File: config.mk
export PLATFORM = sky130hd
export DESIGN_NAME = evm_exception_mapper
export DESIGN_NICKNAME = d
export VERILOG_FILES = /design/src/hdl/evm_pkg.sv /design/src/hdl/evm_exception_mapper.sv /design/src/hdl/evm_vector_select.sv
export SDC_FILE = /design/constraint.sdc
export NUM_CORES = 1
export LEC_CHECK = 0
export BUFFER_PORTS_ARGS = -buffer_cell sky130_fd_sc_hd__buf_2
export CAP_MARGIN = 10
export CELL_PAD_IN_SITES_DETAIL_PLACEMENT = 2
export CELL_PAD_IN_SITES_GLOBAL_PLACEMENT = 2
export CORE_MARGIN = 2
export CORE_UTILIZATION = 32
export CTS_CLUSTER_DIAMETER = 30
export CTS_CLUSTER_SIZE = 40
export DETAILED_ROUTE_END_ITERATION = 16
export PLACE_DENSITY_LB_ADDON = 0.1
export SYNTH_ARGS = -nofsm -noshare
export SYNTH_HDL_FRONTEND = slang
export SYNTH_HIERARCHICAL = 1
export SYNTH_SLANG_ARGS = --single-unit
File: constraint.sdc
create_clock -name mclk_i -period 5.86 [get_ports mclk_i]
set_input_delay 0.293 -clock mclk_i [delete_from_list [all_inputs] [get_ports mclk_i]]
set_output_delay 0.293 -clock mclk_i [all_outputs]
set_load 0.01 [all_outputs]
File: src/hdl/evm_pkg.sv
// Constants, encodings and state types of the exception vector mapper
package evm_pkg;

  localparam int EVM_ADDR_W = 20;
  localparam int EVM_DATA_W = 16;
  localparam int EVM_VEC_W = 8;
  localparam int EVM_BANK_W = 4;

  // Vector table layout
  localparam int EVM_TABLE_BYTES = 512;
  localparam int EVM_PREDEF_VECTORS = 52;
  localparam int EVM_USER_VECTORS = 200;
  localparam logic [3:0] EVM_TABLE_BANK = 4'h0;
  localparam logic [15:0] EVM_RST_WORD0_ADDR = 16'h0000;
  localparam logic [15:0] EVM_RST_WORD1_ADDR = 16'h0002;
  localparam logic [15:0] EVM_RST_WORD2_ADDR = 16'h0004;
  localparam logic [15:0] EVM_RST_WORD3_ADDR = 16'h0006;

  // Fixed internal vector numbers
  localparam logic [7:0] EVM_VEC_RESET = 8'h00;
  localparam logic [7:0] EVM_VEC_BKPT = 8'h04;
  localparam logic [7:0] EVM_VEC_BERR = 8'h05;
  localparam logic [7:0] EVM_VEC_SWI = 8'h06;
  localparam logic [7:0] EVM_VEC_ILLEGAL = 8'h07;
  localparam logic [7:0] EVM_VEC_DIV_ZERO = 8'h08;
  localparam logic [7:0] EVM_VEC_UNINIT = 8'h0F;
  localparam logic [7:0] EVM_VEC_AUTOVEC_BASE = 8'h10;
  localparam logic [7:0] EVM_VEC_SPURIOUS = 8'h18;
  localparam logic [7:0] EVM_VEC_USER_FIRST = 8'h38;

  // Field positions inside reset word 0 and the flags register
  localparam int EVM_ZBANK_LSB = 8;
  localparam int EVM_SBANK_LSB = 4;
  localparam int EVM_PBANK_LSB = 0;
  localparam int EVM_FLAGS_PBANK_LSB = 0;

  // Stacking
  localparam logic [19:0] EVM_RET_OFFSET = 20'h00006;
  localparam logic [15:0] EVM_STACK_STEP = 16'h0002;
  localparam logic [2:0] EVM_LEVEL_NMI = 3'h7;

  // Reset values
  localparam logic [15:0] EVM_RST_WORD = 16'h0000;
  localparam logic [3:0] EVM_RST_BANK = 4'h0;
  localparam logic [7:0] EVM_RST_VEC = 8'h00;

  typedef enum logic [2:0] {
    EVM_K_NONE = 3'h0,
    EVM_K_BERR = 3'h1,
    EVM_K_BKPT = 3'h2,
    EVM_K_IRQ = 3'h3,
    EVM_K_SWI = 3'h4,
    EVM_K_ILLEGAL = 3'h5,
    EVM_K_DIV_ZERO = 3'h6
  } evm_kind_t;

  // Gray codes along the interrupt path IDLE to DONE and through RST0 to RST3
  typedef enum logic [3:0] {
    EVM_S_IDLE = 4'h0,
    EVM_S_PUSH_FLAGS = 4'h1,
    EVM_S_PUSH_PC = 4'h3,
    EVM_S_IACK = 4'h2,
    EVM_S_VFETCH = 4'h6,
    EVM_S_DONE = 4'h7,
    EVM_S_RST0 = 4'hC,
    EVM_S_RST1 = 4'hD,
    EVM_S_RST2 = 4'hF,
    EVM_S_RST3 = 4'hE
  } evm_state_t;

endpackage

File: src/hdl/evm_exception_mapper.sv
// Exception sequencer: stacking, vector number to table address, vector fetch
`timescale 1ns/100ps
`default_nettype none

module evm_exception_mapper
  import evm_pkg::*;
(
  input wire logic mclk_i,
  input wire logic nrst_i,
  input wire logic berr_pin_i,
  input wire logic bkpt_pin_i,
  input wire logic [2:0] irq_level_pin_i,
  input wire logic swi_i,
  input wire logic illegal_i,
  input wire logic div_zero_i,
  input wire logic [2:0] irq_mask_i,
  input wire logic insn_boundary_i,
  input wire logic [19:0] next_insn_addr_i,
  input wire logic [15:0] condition_flags_register_i,
  input wire logic [15:0] sp_i,
  input wire logic [3:0] stack_bank_field_i,
  input wire logic mem_ack_i,
  input wire logic [15:0] mem_rdata_i,
  input wire logic iack_ack_i,
  input wire logic iack_autovec_i,
  input wire logic iack_spurious_i,
  input wire logic iack_uninit_i,
  input wire logic [7:0] iack_vector_i,
  output logic mem_req_o,
  output logic mem_write_o,
  output logic mem_program_space_o,
  output logic [19:0] mem_addr_o,
  output logic [15:0] mem_wdata_o,
  output logic iack_req_o,
  output logic [2:0] iack_level_o,
  output logic busy_o,
  output logic handler_start_o,
  output logic reset_done_o,
  output logic [7:0] vector_number_o,
  output logic [15:0] pc_o,
  output logic [3:0] program_bank_field_o,
  output logic [3:0] stack_bank_field_o,
  output logic [3:0] z_index_bank_field_o,
  output logic [15:0] sp_o,
  output logic [15:0] z_index_register_o
);

  ////////////////////////////////////////////////////////////////////////////
  // Pin synchronisers: first stage feeds only the second

  localparam int SYNC_W = 5;

  logic [SYNC_W-1:0] pin_raw;
  logic [SYNC_W-1:0] pin_meta;
  logic [SYNC_W-1:0] pin_sync;

  assign pin_raw = {irq_level_pin_i, bkpt_pin_i, berr_pin_i};

  genvar gi;
  generate
    for (gi = 0; gi < SYNC_W; gi++)
    begin : g_sync
      always_ff @(posedge mclk_i)
      begin
        if (!nrst_i)
        begin
          pin_meta[gi] <= 1'b0;
          pin_sync[gi] <= 1'b0;
        end
        else
        begin
          pin_meta[gi] <= pin_raw[gi];
          pin_sync[gi] <= pin_meta[gi];
        end
      end
    end
  endgenerate

  logic berr_s;
  logic bkpt_s;
  logic [2:0] irq_level_s;
  logic berr_d;
  logic bkpt_d;

  assign berr_s = pin_sync[0];
  assign bkpt_s = pin_sync[1];
  assign irq_level_s = pin_sync[4:2];

  always_ff @(posedge mclk_i)
  begin
    if (!nrst_i)
    begin
      berr_d <= 1'b0;
      bkpt_d <= 1'b0;
    end
    else
    begin
      berr_d <= berr_s;
      bkpt_d <= bkpt_s;
    end
  end

  ////////////////////////////////////////////////////////////////////////////
  // Pending exceptions; a new event beats the clear of the same cycle

  evm_state_t state;
  evm_state_t next_state;
  logic berr_pend;
  logic bkpt_pend;
  logic swi_pend;
  logic illegal_pend;
  logic div_zero_pend;
  logic irq_ok;
  logic sel_valid;
  evm_kind_t sel_kind;
  logic [7:0] sel_vec;
  logic sel_async;
  logic take;

  // Level 7 cannot be masked
  assign irq_ok = (irq_level_s != 3'h0)
    && ((irq_level_s > irq_mask_i) || (irq_level_s == EVM_LEVEL_NMI));
  assign take = (state == EVM_S_IDLE) && insn_boundary_i && sel_valid;

  always_ff @(posedge mclk_i)
  begin
    if (!nrst_i)
    begin
      berr_pend <= 1'b0;
      bkpt_pend <= 1'b0;
      swi_pend <= 1'b0;
      illegal_pend <= 1'b0;
      div_zero_pend <= 1'b0;
    end
    else
    begin
      berr_pend <= (berr_s && !berr_d) || (berr_pend && !(take && sel_kind == EVM_K_BERR));
      bkpt_pend <= (bkpt_s && !bkpt_d) || (bkpt_pend && !(take && sel_kind == EVM_K_BKPT));
      swi_pend <= swi_i || (swi_pend && !(take && sel_kind == EVM_K_SWI));
      illegal_pend <= illegal_i || (illegal_pend && !(take && sel_kind == EVM_K_ILLEGAL));
      div_zero_pend <= div_zero_i
        || (div_zero_pend && !(take && sel_kind == EVM_K_DIV_ZERO));
    end
  end

  evm_vector_select u_select (
    .berr_pend_i(berr_pend),
    .bkpt_pend_i(bkpt_pend),
    .irq_ok_i(irq_ok),
    .swi_pend_i(swi_pend),
    .illegal_pend_i(illegal_pend),
    .div_zero_pend_i(div_zero_pend),
    .sel_valid_o(sel_valid),
    .sel_kind_o(sel_kind),
    .sel_vec_o(sel_vec),
    .sel_async_o(sel_async)
  );

  ////////////////////////////////////////////////////////////////////////////
  // Sequencer

  logic mem_done;
  logic iack_done;
  evm_kind_t kind;
  logic [7:0] next_vec;

  assign mem_done = mem_req_o && mem_ack_i;
  assign iack_done = iack_req_o && iack_ack_i;

  always_comb
  begin
    next_vec = vector_number_o;
    if (take)
      next_vec = sel_vec;
    else if (state == EVM_S_IACK && iack_done)
    begin
      if (iack_spurious_i)
        next_vec = EVM_VEC_SPURIOUS;
      else if (iack_uninit_i)
        next_vec = EVM_VEC_UNINIT;
      else if (iack_autovec_i)
        next_vec = EVM_VEC_AUTOVEC_BASE + {5'h00, iack_level_o};
      else
        next_vec = iack_vector_i;
    end
  end

  always_comb
  begin
    next_state = state;
    case (state)
      EVM_S_IDLE:
        if (take)
          next_state = EVM_S_PUSH_FLAGS;
      EVM_S_PUSH_FLAGS:
        if (mem_done)
          next_state = EVM_S_PUSH_PC;
      EVM_S_PUSH_PC:
        if (mem_done)
          next_state = (kind == EVM_K_IRQ) ? EVM_S_IACK : EVM_S_VFETCH;
      EVM_S_IACK:
        if (iack_done)
          next_state = EVM_S_VFETCH;
      EVM_S_VFETCH:
        if (mem_done)
          next_state = EVM_S_DONE;
      EVM_S_RST0:
        if (mem_done)
          next_state = EVM_S_RST1;
      EVM_S_RST1:
        if (mem_done)
          next_state = EVM_S_RST2;
      EVM_S_RST2:
        if (mem_done)
          next_state = EVM_S_RST3;
      EVM_S_RST3:
        if (mem_done)
          next_state = EVM_S_DONE;
      // one cycle of hand-off, then idle
      EVM_S_DONE:
        next_state = EVM_S_IDLE;
      default:
        next_state = EVM_S_IDLE;
    endcase
  end

  // Reset exception starts the four-word fetch right after release
  always_ff @(posedge mclk_i)
  begin
    if (!nrst_i)
      state <= EVM_S_RST0;
    else
      state <= next_state;
  end

  ////////////////////////////////////////////////////////////////////////////
  // Captured context

  logic [19:0] ret_addr;

  always_ff @(posedge mclk_i)
  begin
    if (!nrst_i)
    begin
      kind <= EVM_K_NONE;
      vector_number_o <= EVM_RST_VEC;
      ret_addr <= 20'h00000;
    end
    else
    begin
      vector_number_o <= next_vec;
      if (take)
      begin
        kind <= sel_kind;
        ret_addr <= sel_async ? next_insn_addr_i + EVM_RET_OFFSET : next_insn_addr_i;
      end
    end
  end

  ////////////////////////////////////////////////////////////////////////////
  // Memory port: one request held until acknowledged

  logic [15:0] vec_offset;

  // 8-bit number reaches all 256 entries
  assign vec_offset = {7'h00, next_vec, 1'b0};

  always_ff @(posedge mclk_i)
  begin
    if (!nrst_i)
    begin
      mem_req_o <= 1'b0;
      mem_write_o <= 1'b0;
      mem_program_space_o <= 1'b0;
      mem_addr_o <= 20'h00000;
      mem_wdata_o <= EVM_RST_WORD;
    end
    else if (state != next_state || (state == EVM_S_RST0 && !mem_req_o && !mem_done))
    begin
      mem_req_o <= 1'b1;
      mem_write_o <= 1'b0;
      mem_program_space_o <= 1'b0;
      case (next_state)
        // push at stack bank : SP, flags first
        EVM_S_PUSH_FLAGS:
        begin
          mem_write_o <= 1'b1;
          mem_addr_o <= {stack_bank_field_i, sp_i};
          mem_wdata_o <= condition_flags_register_i;
        end
        EVM_S_PUSH_PC:
        begin
          mem_write_o <= 1'b1;
          mem_addr_o <= {stack_bank_field_o, sp_o - EVM_STACK_STEP};
          mem_wdata_o <= ret_addr[15:0];
        end
        EVM_S_VFETCH:
          mem_addr_o <= {EVM_TABLE_BANK, vec_offset};
        EVM_S_RST0:
        begin
          mem_program_space_o <= 1'b1;
          mem_addr_o <= {EVM_TABLE_BANK, EVM_RST_WORD0_ADDR};
        end
        EVM_S_RST1:
        begin
          mem_program_space_o <= 1'b1;
          mem_addr_o <= {EVM_TABLE_BANK, EVM_RST_WORD1_ADDR};
        end
        EVM_S_RST2:
        begin
          mem_program_space_o <= 1'b1;
          mem_addr_o <= {EVM_TABLE_BANK, EVM_RST_WORD2_ADDR};
        end
        EVM_S_RST3:
        begin
          mem_program_space_o <= 1'b1;
          mem_addr_o <= {EVM_TABLE_BANK, EVM_RST_WORD3_ADDR};
        end
        default:
          mem_req_o <= 1'b0;
      endcase
    end
    else if (mem_done)
      mem_req_o <= 1'b0;
  end

  ////////////////////////////////////////////////////////////////////////////
  // Interrupt acknowledge towards the interrupting device

  always_ff @(posedge mclk_i)
  begin
    if (!nrst_i)
    begin
      iack_req_o <= 1'b0;
      iack_level_o <= 3'h0;
    end
    else
    begin
      if (take)
        iack_level_o <= irq_level_s;
      if (state == EVM_S_PUSH_PC && next_state == EVM_S_IACK)
        iack_req_o <= 1'b1;
      else if (iack_done)
        iack_req_o <= 1'b0;
    end
  end

  ////////////////////////////////////////////////////////////////////////////
  // Processor state loaded for the handler

  always_ff @(posedge mclk_i)
  begin
    if (!nrst_i)
    begin
      pc_o <= EVM_RST_WORD;
      sp_o <= EVM_RST_WORD;
      z_index_register_o <= EVM_RST_WORD;
      program_bank_field_o <= EVM_RST_BANK;
      stack_bank_field_o <= EVM_RST_BANK;
      z_index_bank_field_o <= EVM_RST_BANK;
    end
    else
    begin
      case (state)
        EVM_S_IDLE:
          if (take)
          begin
            sp_o <= sp_i;
            stack_bank_field_o <= stack_bank_field_i;
            program_bank_field_o <= condition_flags_register_i[EVM_FLAGS_PBANK_LSB +: 4];
          end
        EVM_S_PUSH_FLAGS:
          if (mem_done)
            sp_o <= sp_o - EVM_STACK_STEP;
        EVM_S_PUSH_PC:
          if (mem_done)
          begin
            sp_o <= sp_o - EVM_STACK_STEP;
            program_bank_field_o <= EVM_RST_BANK;
          end
        EVM_S_VFETCH:
          if (mem_done)
            pc_o <= mem_rdata_i;
        // bank fields, PC, SP from reset words
        EVM_S_RST0:
          if (mem_done)
          begin
            z_index_bank_field_o <= mem_rdata_i[EVM_ZBANK_LSB +: 4];
            stack_bank_field_o <= mem_rdata_i[EVM_SBANK_LSB +: 4];
            program_bank_field_o <= mem_rdata_i[EVM_PBANK_LSB +: 4];
          end
        EVM_S_RST1:
          if (mem_done)
            pc_o <= mem_rdata_i;
        EVM_S_RST2:
          if (mem_done)
            sp_o <= mem_rdata_i;
        EVM_S_RST3:
          if (mem_done)
            z_index_register_o <= mem_rdata_i;
        default:
          pc_o <= pc_o;
      endcase
    end
  end

  ////////////////////////////////////////////////////////////////////////////
  // Status towards the core

  always_ff @(posedge mclk_i)
  begin
    if (!nrst_i)
    begin
      busy_o <= 1'b1;
      handler_start_o <= 1'b0;
      reset_done_o <= 1'b0;
    end
    else
    begin
      busy_o <= (next_state != EVM_S_IDLE) && (next_state != EVM_S_DONE);
      handler_start_o <= (next_state == EVM_S_DONE);
      reset_done_o <= (state == EVM_S_RST3) && mem_done;
    end
  end

endmodule // evm_exception_mapper

`default_nettype wire

File: src/hdl/evm_vector_select.sv
// Priority selection of the pending exception and its internal vector number
`timescale 1ns/100ps
`default_nettype none

module evm_vector_select
  import evm_pkg::*;
(
  input wire logic berr_pend_i,
  input wire logic bkpt_pend_i,
  input wire logic irq_ok_i,
  input wire logic swi_pend_i,
  input wire logic illegal_pend_i,
  input wire logic div_zero_pend_i,
  output logic sel_valid_o,
  output evm_kind_t sel_kind_o,
  output logic [7:0] sel_vec_o,
  output logic sel_async_o
);

  always_comb
  begin
    sel_valid_o = 1'b1;
    sel_async_o = 1'b1;
    sel_kind_o = EVM_K_NONE;
    sel_vec_o = EVM_RST_VEC;
    if (berr_pend_i)
    begin
      sel_kind_o = EVM_K_BERR;
      sel_vec_o = EVM_VEC_BERR;
    end
    else if (bkpt_pend_i)
    begin
      sel_kind_o = EVM_K_BKPT;
      sel_vec_o = EVM_VEC_BKPT;
    end
    else if (irq_ok_i)
    begin
      // Vector number comes later from the acknowledge cycle
      sel_kind_o = EVM_K_IRQ;
    end
    else if (swi_pend_i)
    begin
      sel_kind_o = EVM_K_SWI;
      sel_vec_o = EVM_VEC_SWI;
      sel_async_o = 1'b0;
    end
    else if (illegal_pend_i)
    begin
      sel_kind_o = EVM_K_ILLEGAL;
      sel_vec_o = EVM_VEC_ILLEGAL;
      sel_async_o = 1'b0;
    end
    else if (div_zero_pend_i)
    begin
      sel_kind_o = EVM_K_DIV_ZERO;
      sel_vec_o = EVM_VEC_DIV_ZERO;
      sel_async_o = 1'b0;
    end
    else
    begin
      sel_valid_o = 1'b0;
      sel_async_o = 1'b0;
    end
  end

endmodule // evm_vector_select

`default_nettype wire

[After elaboration in Yosys (flattened, before gate mapping)]
Index checks and enable logic that the tools add are counted.
Word-level totals
  latch bits: 0
  input bits: 99
  RAM bits: 0
  memories kept: 0
  logic and storage cells: 192
  flip-flop bits (word level): 154
  output and inout port bits: 114
  memory bits (read-only): 0
Operators by class
  bitwise operators: 0
  $add $sub $neg: 3
  reduce and logical (&&, ||, !) cells: 63
  divide/modulo/power cells: 0
  muxes and demuxes: 57
  magnitude comparators: 1
  multipliers: 0
  shift operators: 0
  eq/ne operators: 31
Operators with widths (number)
  20-bit one-hot mux with 7 select lines: 1
  8-bit 2-to-1 mux: 10
  16-bit 2-to-1 mux: 4
  4-bit 2-to-1 mux: 14
  16-bit one-hot mux with 3 select lines: 1
  4-bit equality test, second input constant: 8
  16-bit one-hot mux with 2 select lines: 1
  4-bit one-hot mux with 8 select lines: 1
  1-bit logical AND: 23
  3-bit 2-to-1 mux: 7
  16-bit by 3-bit adder with 16-bit output, second input constant: 1
  4-bit by 2-bit equality test with 1-bit output, second input constant: 4
  1-bit 2-to-1 mux: 16
  16-bit by 2-bit subtractor with 16-bit output, second input constant: 1
  3-bit equality test, second input constant: 4
  4-bit by 3-bit equality test with 1-bit output, second input constant: 3
  4-bit one-hot mux with 3 select lines: 1
  2-bit AND reduction: 5
  1-bit logical NOT: 9
  3-bit nonzero test: 3
  4-bit by 1-bit equality test with 1-bit output, second input constant: 2
  2-bit != test, second input constant: 4
  4-bit one-hot mux with 2 select lines: 1
  4-bit AND reduction: 2
  other kinds (16): 29

[Longest topological paths before layout]
  word-level depth: 13
  gate-level depth with buffers: 19
  depth with buffers taken out: 17

[Cells and area by module]
The synthesis kept the hierarchy.
By module, submodules not included
  evm_exception_mapper: cells an instance 890, sequential area each 3083.0 um^2, times used 1, area an instance 7206.9 um^2
  evm_vector_select: cells an instance 23, sequential area each 0.0 um^2, times used 1, area an instance 135.1 um^2

[Worst setup path after synthesis]
No wires, ideal clock.
  kind: input -> register
  from: input irq_mask_i[1]
  to: register mem_addr_o[1]
  cell stages on the path: 17
  required time: 5.725 ns
  slack: 2.839 ns
  library setup time: 0.135 ns
  buffers on the path: 2
  data arrival time: 2.887 ns
  cells stage by stage: inv_1 > ha_1 > a21o_1 > a21oi_1 > a31oi_1 > a21oi_1 > o21ai_0 > nor2_1 > nand3_1 > nand4bb_1 > or2_1 > buf_2 > nand4_2 > a21oi_1 > a21oi_2 > buf_2 > a41oi_1
On the way
  longest elaborated chain between the ends: 12
  elaborated cells on any way between the ends: 25
  those cells by class: 1 x order compare; 8 x eq/ne; 10 x mux; 6 x reduce/logical
RTL lines
  start: declaration: line evm_exception_mapper.sv:16  | input wire logic [2:0] irq_mask_i,
  3-bit greater-than comparator (*): line evm_exception_mapper.sv:122  | && ((irq_level_s > irq_mask_i) || (irq_level_s == EVM_LEVEL_NMI));
  1-bit logical OR (*): line evm_exception_mapper.sv:122
  1-bit logical AND (*): line evm_exception_mapper.sv:122
  net irq_ok: line evm_exception_mapper.sv:113  | logic irq_ok;
  1-bit 2-to-1 mux (*): line evm_vector_select.sv:36  | else if (irq_ok_i)
  1-bit 2-to-1 mux (*): line evm_vector_select.sv:31  | else if (bkpt_pend_i)
  1-bit 2-to-1 mux (*): line evm_vector_select.sv:26  | if (berr_pend_i)
  net sel_valid: line evm_exception_mapper.sv:114  | logic sel_valid;
  1-bit logical AND (*): line evm_exception_mapper.sv:123  | assign take = (state == EVM_S_IDLE) && insn_boundary_i && sel_valid;
  4-bit 2-to-1 mux: line evm_exception_mapper.sv:193  | if (take)
  4-bit one-hot mux with 8 select lines: line evm_exception_mapper.sv:191  | case (state)
  4-bit by 2-bit equality test with 1-bit output (tied with other cells): line evm_exception_mapper.sv:283  | case (next_state)
  7-bit nonzero test (no source line) / 1-bit logical OR (equally long branches)
  2-bit AND reduction (no source line)
  end signal: assignment: line evm_exception_mapper.sv:288  | mem_addr_o <= {stack_bank_field_i, sp_i};
  end signal: assignment: line evm_exception_mapper.sv:294  | mem_addr_o <= {stack_bank_field_o, sp_o - EVM_STACK_STEP};
  end signal: assignment: line evm_exception_mapper.sv:298  | mem_addr_o <= {EVM_TABLE_BANK, vec_offset};
  end: declaration: line evm_exception_mapper.sv:32  | output logic [19:0] mem_addr_o,
The timed path passes the listed nets; every way through them passes the cells marked *.
A chain may end at the register's enable or synchronous reset.

[Final worst setup path]
  from: register pin_sync[2], in the netlist irq_level_s[0]
  to: register mem_wdata_o[2]
On the way
  longest elaborated chain between the ends: 12
  elaborated cells on any way between the ends: 18
  those cells by class: 1 x order compare; 4 x eq/ne; 6 x mux; 7 x reduce/logical
RTL lines
  start: declaration: line evm_exception_mapper.sv:55  | logic [SYNC_W-1:0] pin_sync;
  start signal: indexed assignment: line evm_exception_mapper.sv:73  | pin_sync[gi] <= pin_meta[gi];
  3-bit greater-than comparator / 3-bit equality test (equally long branches): line evm_exception_mapper.sv:122
  1-bit logical OR: line evm_exception_mapper.sv:122
  1-bit logical AND (*): line evm_exception_mapper.sv:122
  net irq_ok: line evm_exception_mapper.sv:113
  1-bit 2-to-1 mux (*): line evm_vector_select.sv:36
  1-bit 2-to-1 mux (*): line evm_vector_select.sv:31
  1-bit 2-to-1 mux (*): line evm_vector_select.sv:26
  net sel_valid: line evm_exception_mapper.sv:114
  1-bit logical AND (*): line evm_exception_mapper.sv:123
  4-bit 2-to-1 mux (*): line evm_exception_mapper.sv:193
  4-bit one-hot mux with 8 select lines (*): line evm_exception_mapper.sv:191
  4-bit by 2-bit equality test with 1-bit output (tied with other cells): line evm_exception_mapper.sv:283
  2-bit nonzero test (no source line) / 1-bit logical OR (equally long branches)
  2-bit AND reduction (no source line)
  end signal: assignment: line evm_exception_mapper.sv:289  | mem_wdata_o <= condition_flags_register_i;
  end signal: assignment: line evm_exception_mapper.sv:295  | mem_wdata_o <= ret_addr[15:0];
  end: declaration: line evm_exception_mapper.sv:33  | output logic [15:0] mem_wdata_o,
Marked as above.

==> flow_summary.yaml <==
outcome:
  status: "complete, no violations"
floorplanning:
  die_y_um: 155.5
  die_area_sq_mm: 0.02417
  ioPinCount: 213
  start_util_pct: 32.53
  fp-row-count: 55
  die_width_um: 155.5
  core_area_sq_mm: 0.02257
clock_tree:
  clk_latency_ns: 0.43
  ctsResizeCount: 0
  cts_tree: "done"
  cts.sinks: 154
  cts_setup_buffers: 0
  htreeDepth: 4
  path_clk_slew_ns: 0.07
  root_buffer: "clkbuf_16"
  numCtsBuffers: 17
  hold_buffers: 0
  clk_path_buf_depth: 2
timing:
  period_share_pct: 68.39
  rsz0062_at_grt: "false"
  max_freq_ghz: 0.2495
  slew_headroom_pct: 19.25
  tightestPinTransition_ns: 1.211
  skew_ns: 0.01271
  hold_violations: 0
  setup_viol: 0
  slew_violations: 0
  finalSetupTns_ns: 0
  fin_crit_ns: 4.008
setup_path:
  cp.arrival_ns: 4.32
  r2r_slack_ns: 1.85
  worstReg2RegStart: "irq_level_s[0]"
  critPathLaunchType: "flop"
  critPathMaxFanout: 33
  cp-end-kind: "flop"
  critPathRequiredTime_ns: 6.17
  crit_type: "reg -> reg"
  r2r-end: "mem_wdata_o[2]"
  ff2ff_path_depth: 15
place:
  hpwl_um: 19800
  routabilityCongestion: 0.8018
  io_buffers: 208
  dpl.cell_count: 1351
grt:
  groute.layer.met1.usage_pct: 28.13
  met2_usage_pct: 41.02
  antenna_found_initial: 0
  grt_pass1_wl_um: 43300
  grt_max_degree: 57
  grt_usage_pct: 22.88
  grt.overflow.total: 0
  grt_pass1_vias: 7796
  grt-busiest-layer: "met2"
  use_met3_pct: 3.760
pwr:
  power.internal_mw: 1.929
  pwr-share-comb_pct: 13.2
  clkPwrFrac_pct: 44.8
  totalPowerFinal_mw: 2.703
  power.share.sequential_pct: 41.9
  ir_worst_vdd_mv: 0.1896
  pwr_density_cell_mw_per_mm2: 295.5
  p_sw_mw: 0.7741
  p_leak_nw: 3.783
  switching_share_pct: 28.63
synth:
  yosysWarnings: 6
  synth_flop_cell: "dfxtp_1"
  ys_async_sr_fraction_pct: 0
  synth_top_area_share_pct: 41.99
  synth_seq_cells: 154
  ys_seq_area_share_pct: 41.99
  yosysMostFrequentCell: "dfxtp_1"
  synth_edf_count: 0
  syn_inst: 913
  synth.distinct_cells: 70
  yosys-top-cells-count: "dfxtp_1 (154), nand2_1 (129), nor2_1 (117)"
  yosysTopAreaCell: "dfxtp_1"
  ys_top_cells_by_area: "dfxtp_1 (42%), nand2_1 (6.6%), nor2_1 (6.0%), a21oi_1 (4.8%), o21ai_0 (4.2%)"
  avgSynthCellArea_sq_um: 8.042
  syn_area_sq_mm: 0.007342
route:
  drt-initial-drc-count: 257
  vias: 7486
  drc_errors: 0
  wl_um: 27660
  wl_per_cell_um: 20.00
  final_antenna_net_count: 0
  firstDrtPassIters: 4
  avgViaCountPerCell: 5.413
final_layout:
  fin_nets: 1189
  syn_to_final_growth_pct: 24.61
  drive_gt1_share_pct: 24.59
  fill_cells: 2656
  num_antenna_cells: 0
  register_area_sq_mm: 0.003083
  final_cells: 1383
  multi_input_area_sq_mm: 0.003881
worst_hold_path:
  hp-start: "irq_level_pin_i[0]"
  holdPathEnd: "pin_meta[2]"
  hold_path_class: "in -> reg"
  hold_depth: 2
flow_run:
  drv_cap: 0
-- power by group through the flow --
stage                     Combinational (mW)  Sequential, mW  Clock [mW]
after floorplan                        0.191            1.17           0
after global placement                 0.348            1.16           0
after detailed placement               0.358            1.16           0
after CTS                              0.362            1.13        1.24
after global routing                   0.399            1.14        1.29
final                                  0.358            1.13        1.21
-- critical path: stages, from the launching register on --
cell	delay, ns
dfxtp_1	0.37
inv_1	0.06
ha_1	0.17
inv_1	0.05
a21o_1	0.11
a21oi_1	0.06
a31oi_1	0.18
a21oi_1	0.05
o21ai_0	0.62
nor2_1	0.15
nand3_1	0.12
nand4bb_1	0.19
o22ai_2	0.25
o21a_1	0.98
nor2_1	0.12
a311oi_1	0.38
-- per-layer routing --
layer	share of wire, %	vias up
met4	2.0	0
met5	0	-
met2	51	147
met1	44	3723
li1	-	3586
met3	3.4	30
-- kinds of logic after synthesis --
family                   Yosys count  synth area share, %
AND/OR/NAND/NOR                  354                22.36
buffers and inverters             89                5.453
XOR/XNOR                          29                3.460
multiplexers                      21                2.863
flip-flops                       154                41.99
AO/OA/AOI/OAI                    260                22.97
other                              1              0.05108
adder cells (fa/ha/maj)            5               0.8521
-- layout by cell type (no fill, tap or decap), types with 6 or more instances in the layout --
| cell | netlist | routed |
|---|---|---|
| a221oi_1 | 6 | 6 |
| nand2_1 | 129 | 129 |
| clkbuf_16 | 0 | 17 |
| and3_1 | 7 | 7 |
| xnor2_1 | 20 | 20 |
| inv_1 | 20 | 20 |
| a21oi_1 | 71 | 71 |
| a211oi_1 | 19 | 19 |
| and2_1 | 16 | 16 |
| mux2i_1 | 21 | 21 |
| a22oi_1 | 27 | 27 |
| buf_4 | 8 | 10 |
| nand3_1 | 22 | 22 |
| nor3_1 | 17 | 16 |
| xor2_1 | 9 | 9 |
| o21ai_0 | 62 | 61 |
| inv_6 | 0 | 7 |
| buf_2 | 17 | 208 |
| nor2b_1 | 7 | 7 |
| dfxtp_1 | 154 | 154 |
| a31oi_1 | 8 | 8 |
| nor2_1 | 117 | 116 |
| a311oi_1 | 25 | 25 |
-- through the flow --
step / util, % / instance area (sq um) / setup WS (ns) / hold WS [ns]
final: 40.53 / 9149 / 1.852 / 0.06089
after global placement: 37.73 / 8517 / 1.995 / 0.4128
after detailed placement: 37.73 / 8517 / 1.864 / 0.4216
after global routing: 40.53 / 9149 / 1.435 / 0.06097
after floorplan: - / 7353 / 2.839 / 0.4104
after CTS: 40.53 / 9149 / 1.758 / 0.04839
-- state kept, by name (all words and copies together), names as in the netlist, 3 cells and up --
register and cells:
mem_addr_o 20, mem_wdata_o 16, pc_o 16, ret_addr 16
sp_o 16, z_index_register_o 16, vector_number_o 8, pin_meta 5
program_bank_field_o 4, stack_bank_field_o 4, state 4, z_index_bank_field_o 4
iack_level_o 3, irq_level_s 3, kind 3
-- layout make-up --
cell class              count  share of cell area, %
clock buffers              18                  4.800
clock inverters            14                  2.106
inverters                  21                 0.8753
multi-input cells         673                  42.42
flip-flops and latches    154                  33.70
well taps                 285                  3.898
repair buffers            218                  12.20
-- worst max path at each step --
stage / from / end / slack [ns] / depth (start not counted)
CTS: irq_level_s[0] / mem_wdata_o[2] / 1.76 / 15
detailed placement: irq_mask_i[1] / mem_addr_o[1] / 1.86 / 18
global placement: irq_mask_i[1] / mem_addr_o[12] / 1.99 / 17
finish: irq_level_s[0] / mem_wdata_o[2] / 1.85 / 15
floorplan: irq_mask_i[1] / mem_addr_o[1] / 2.84 / 17
global route: irq_level_s[0] / mem_wdata_o[2] / 1.43 / 15
(Power assumes the default switching activity.)
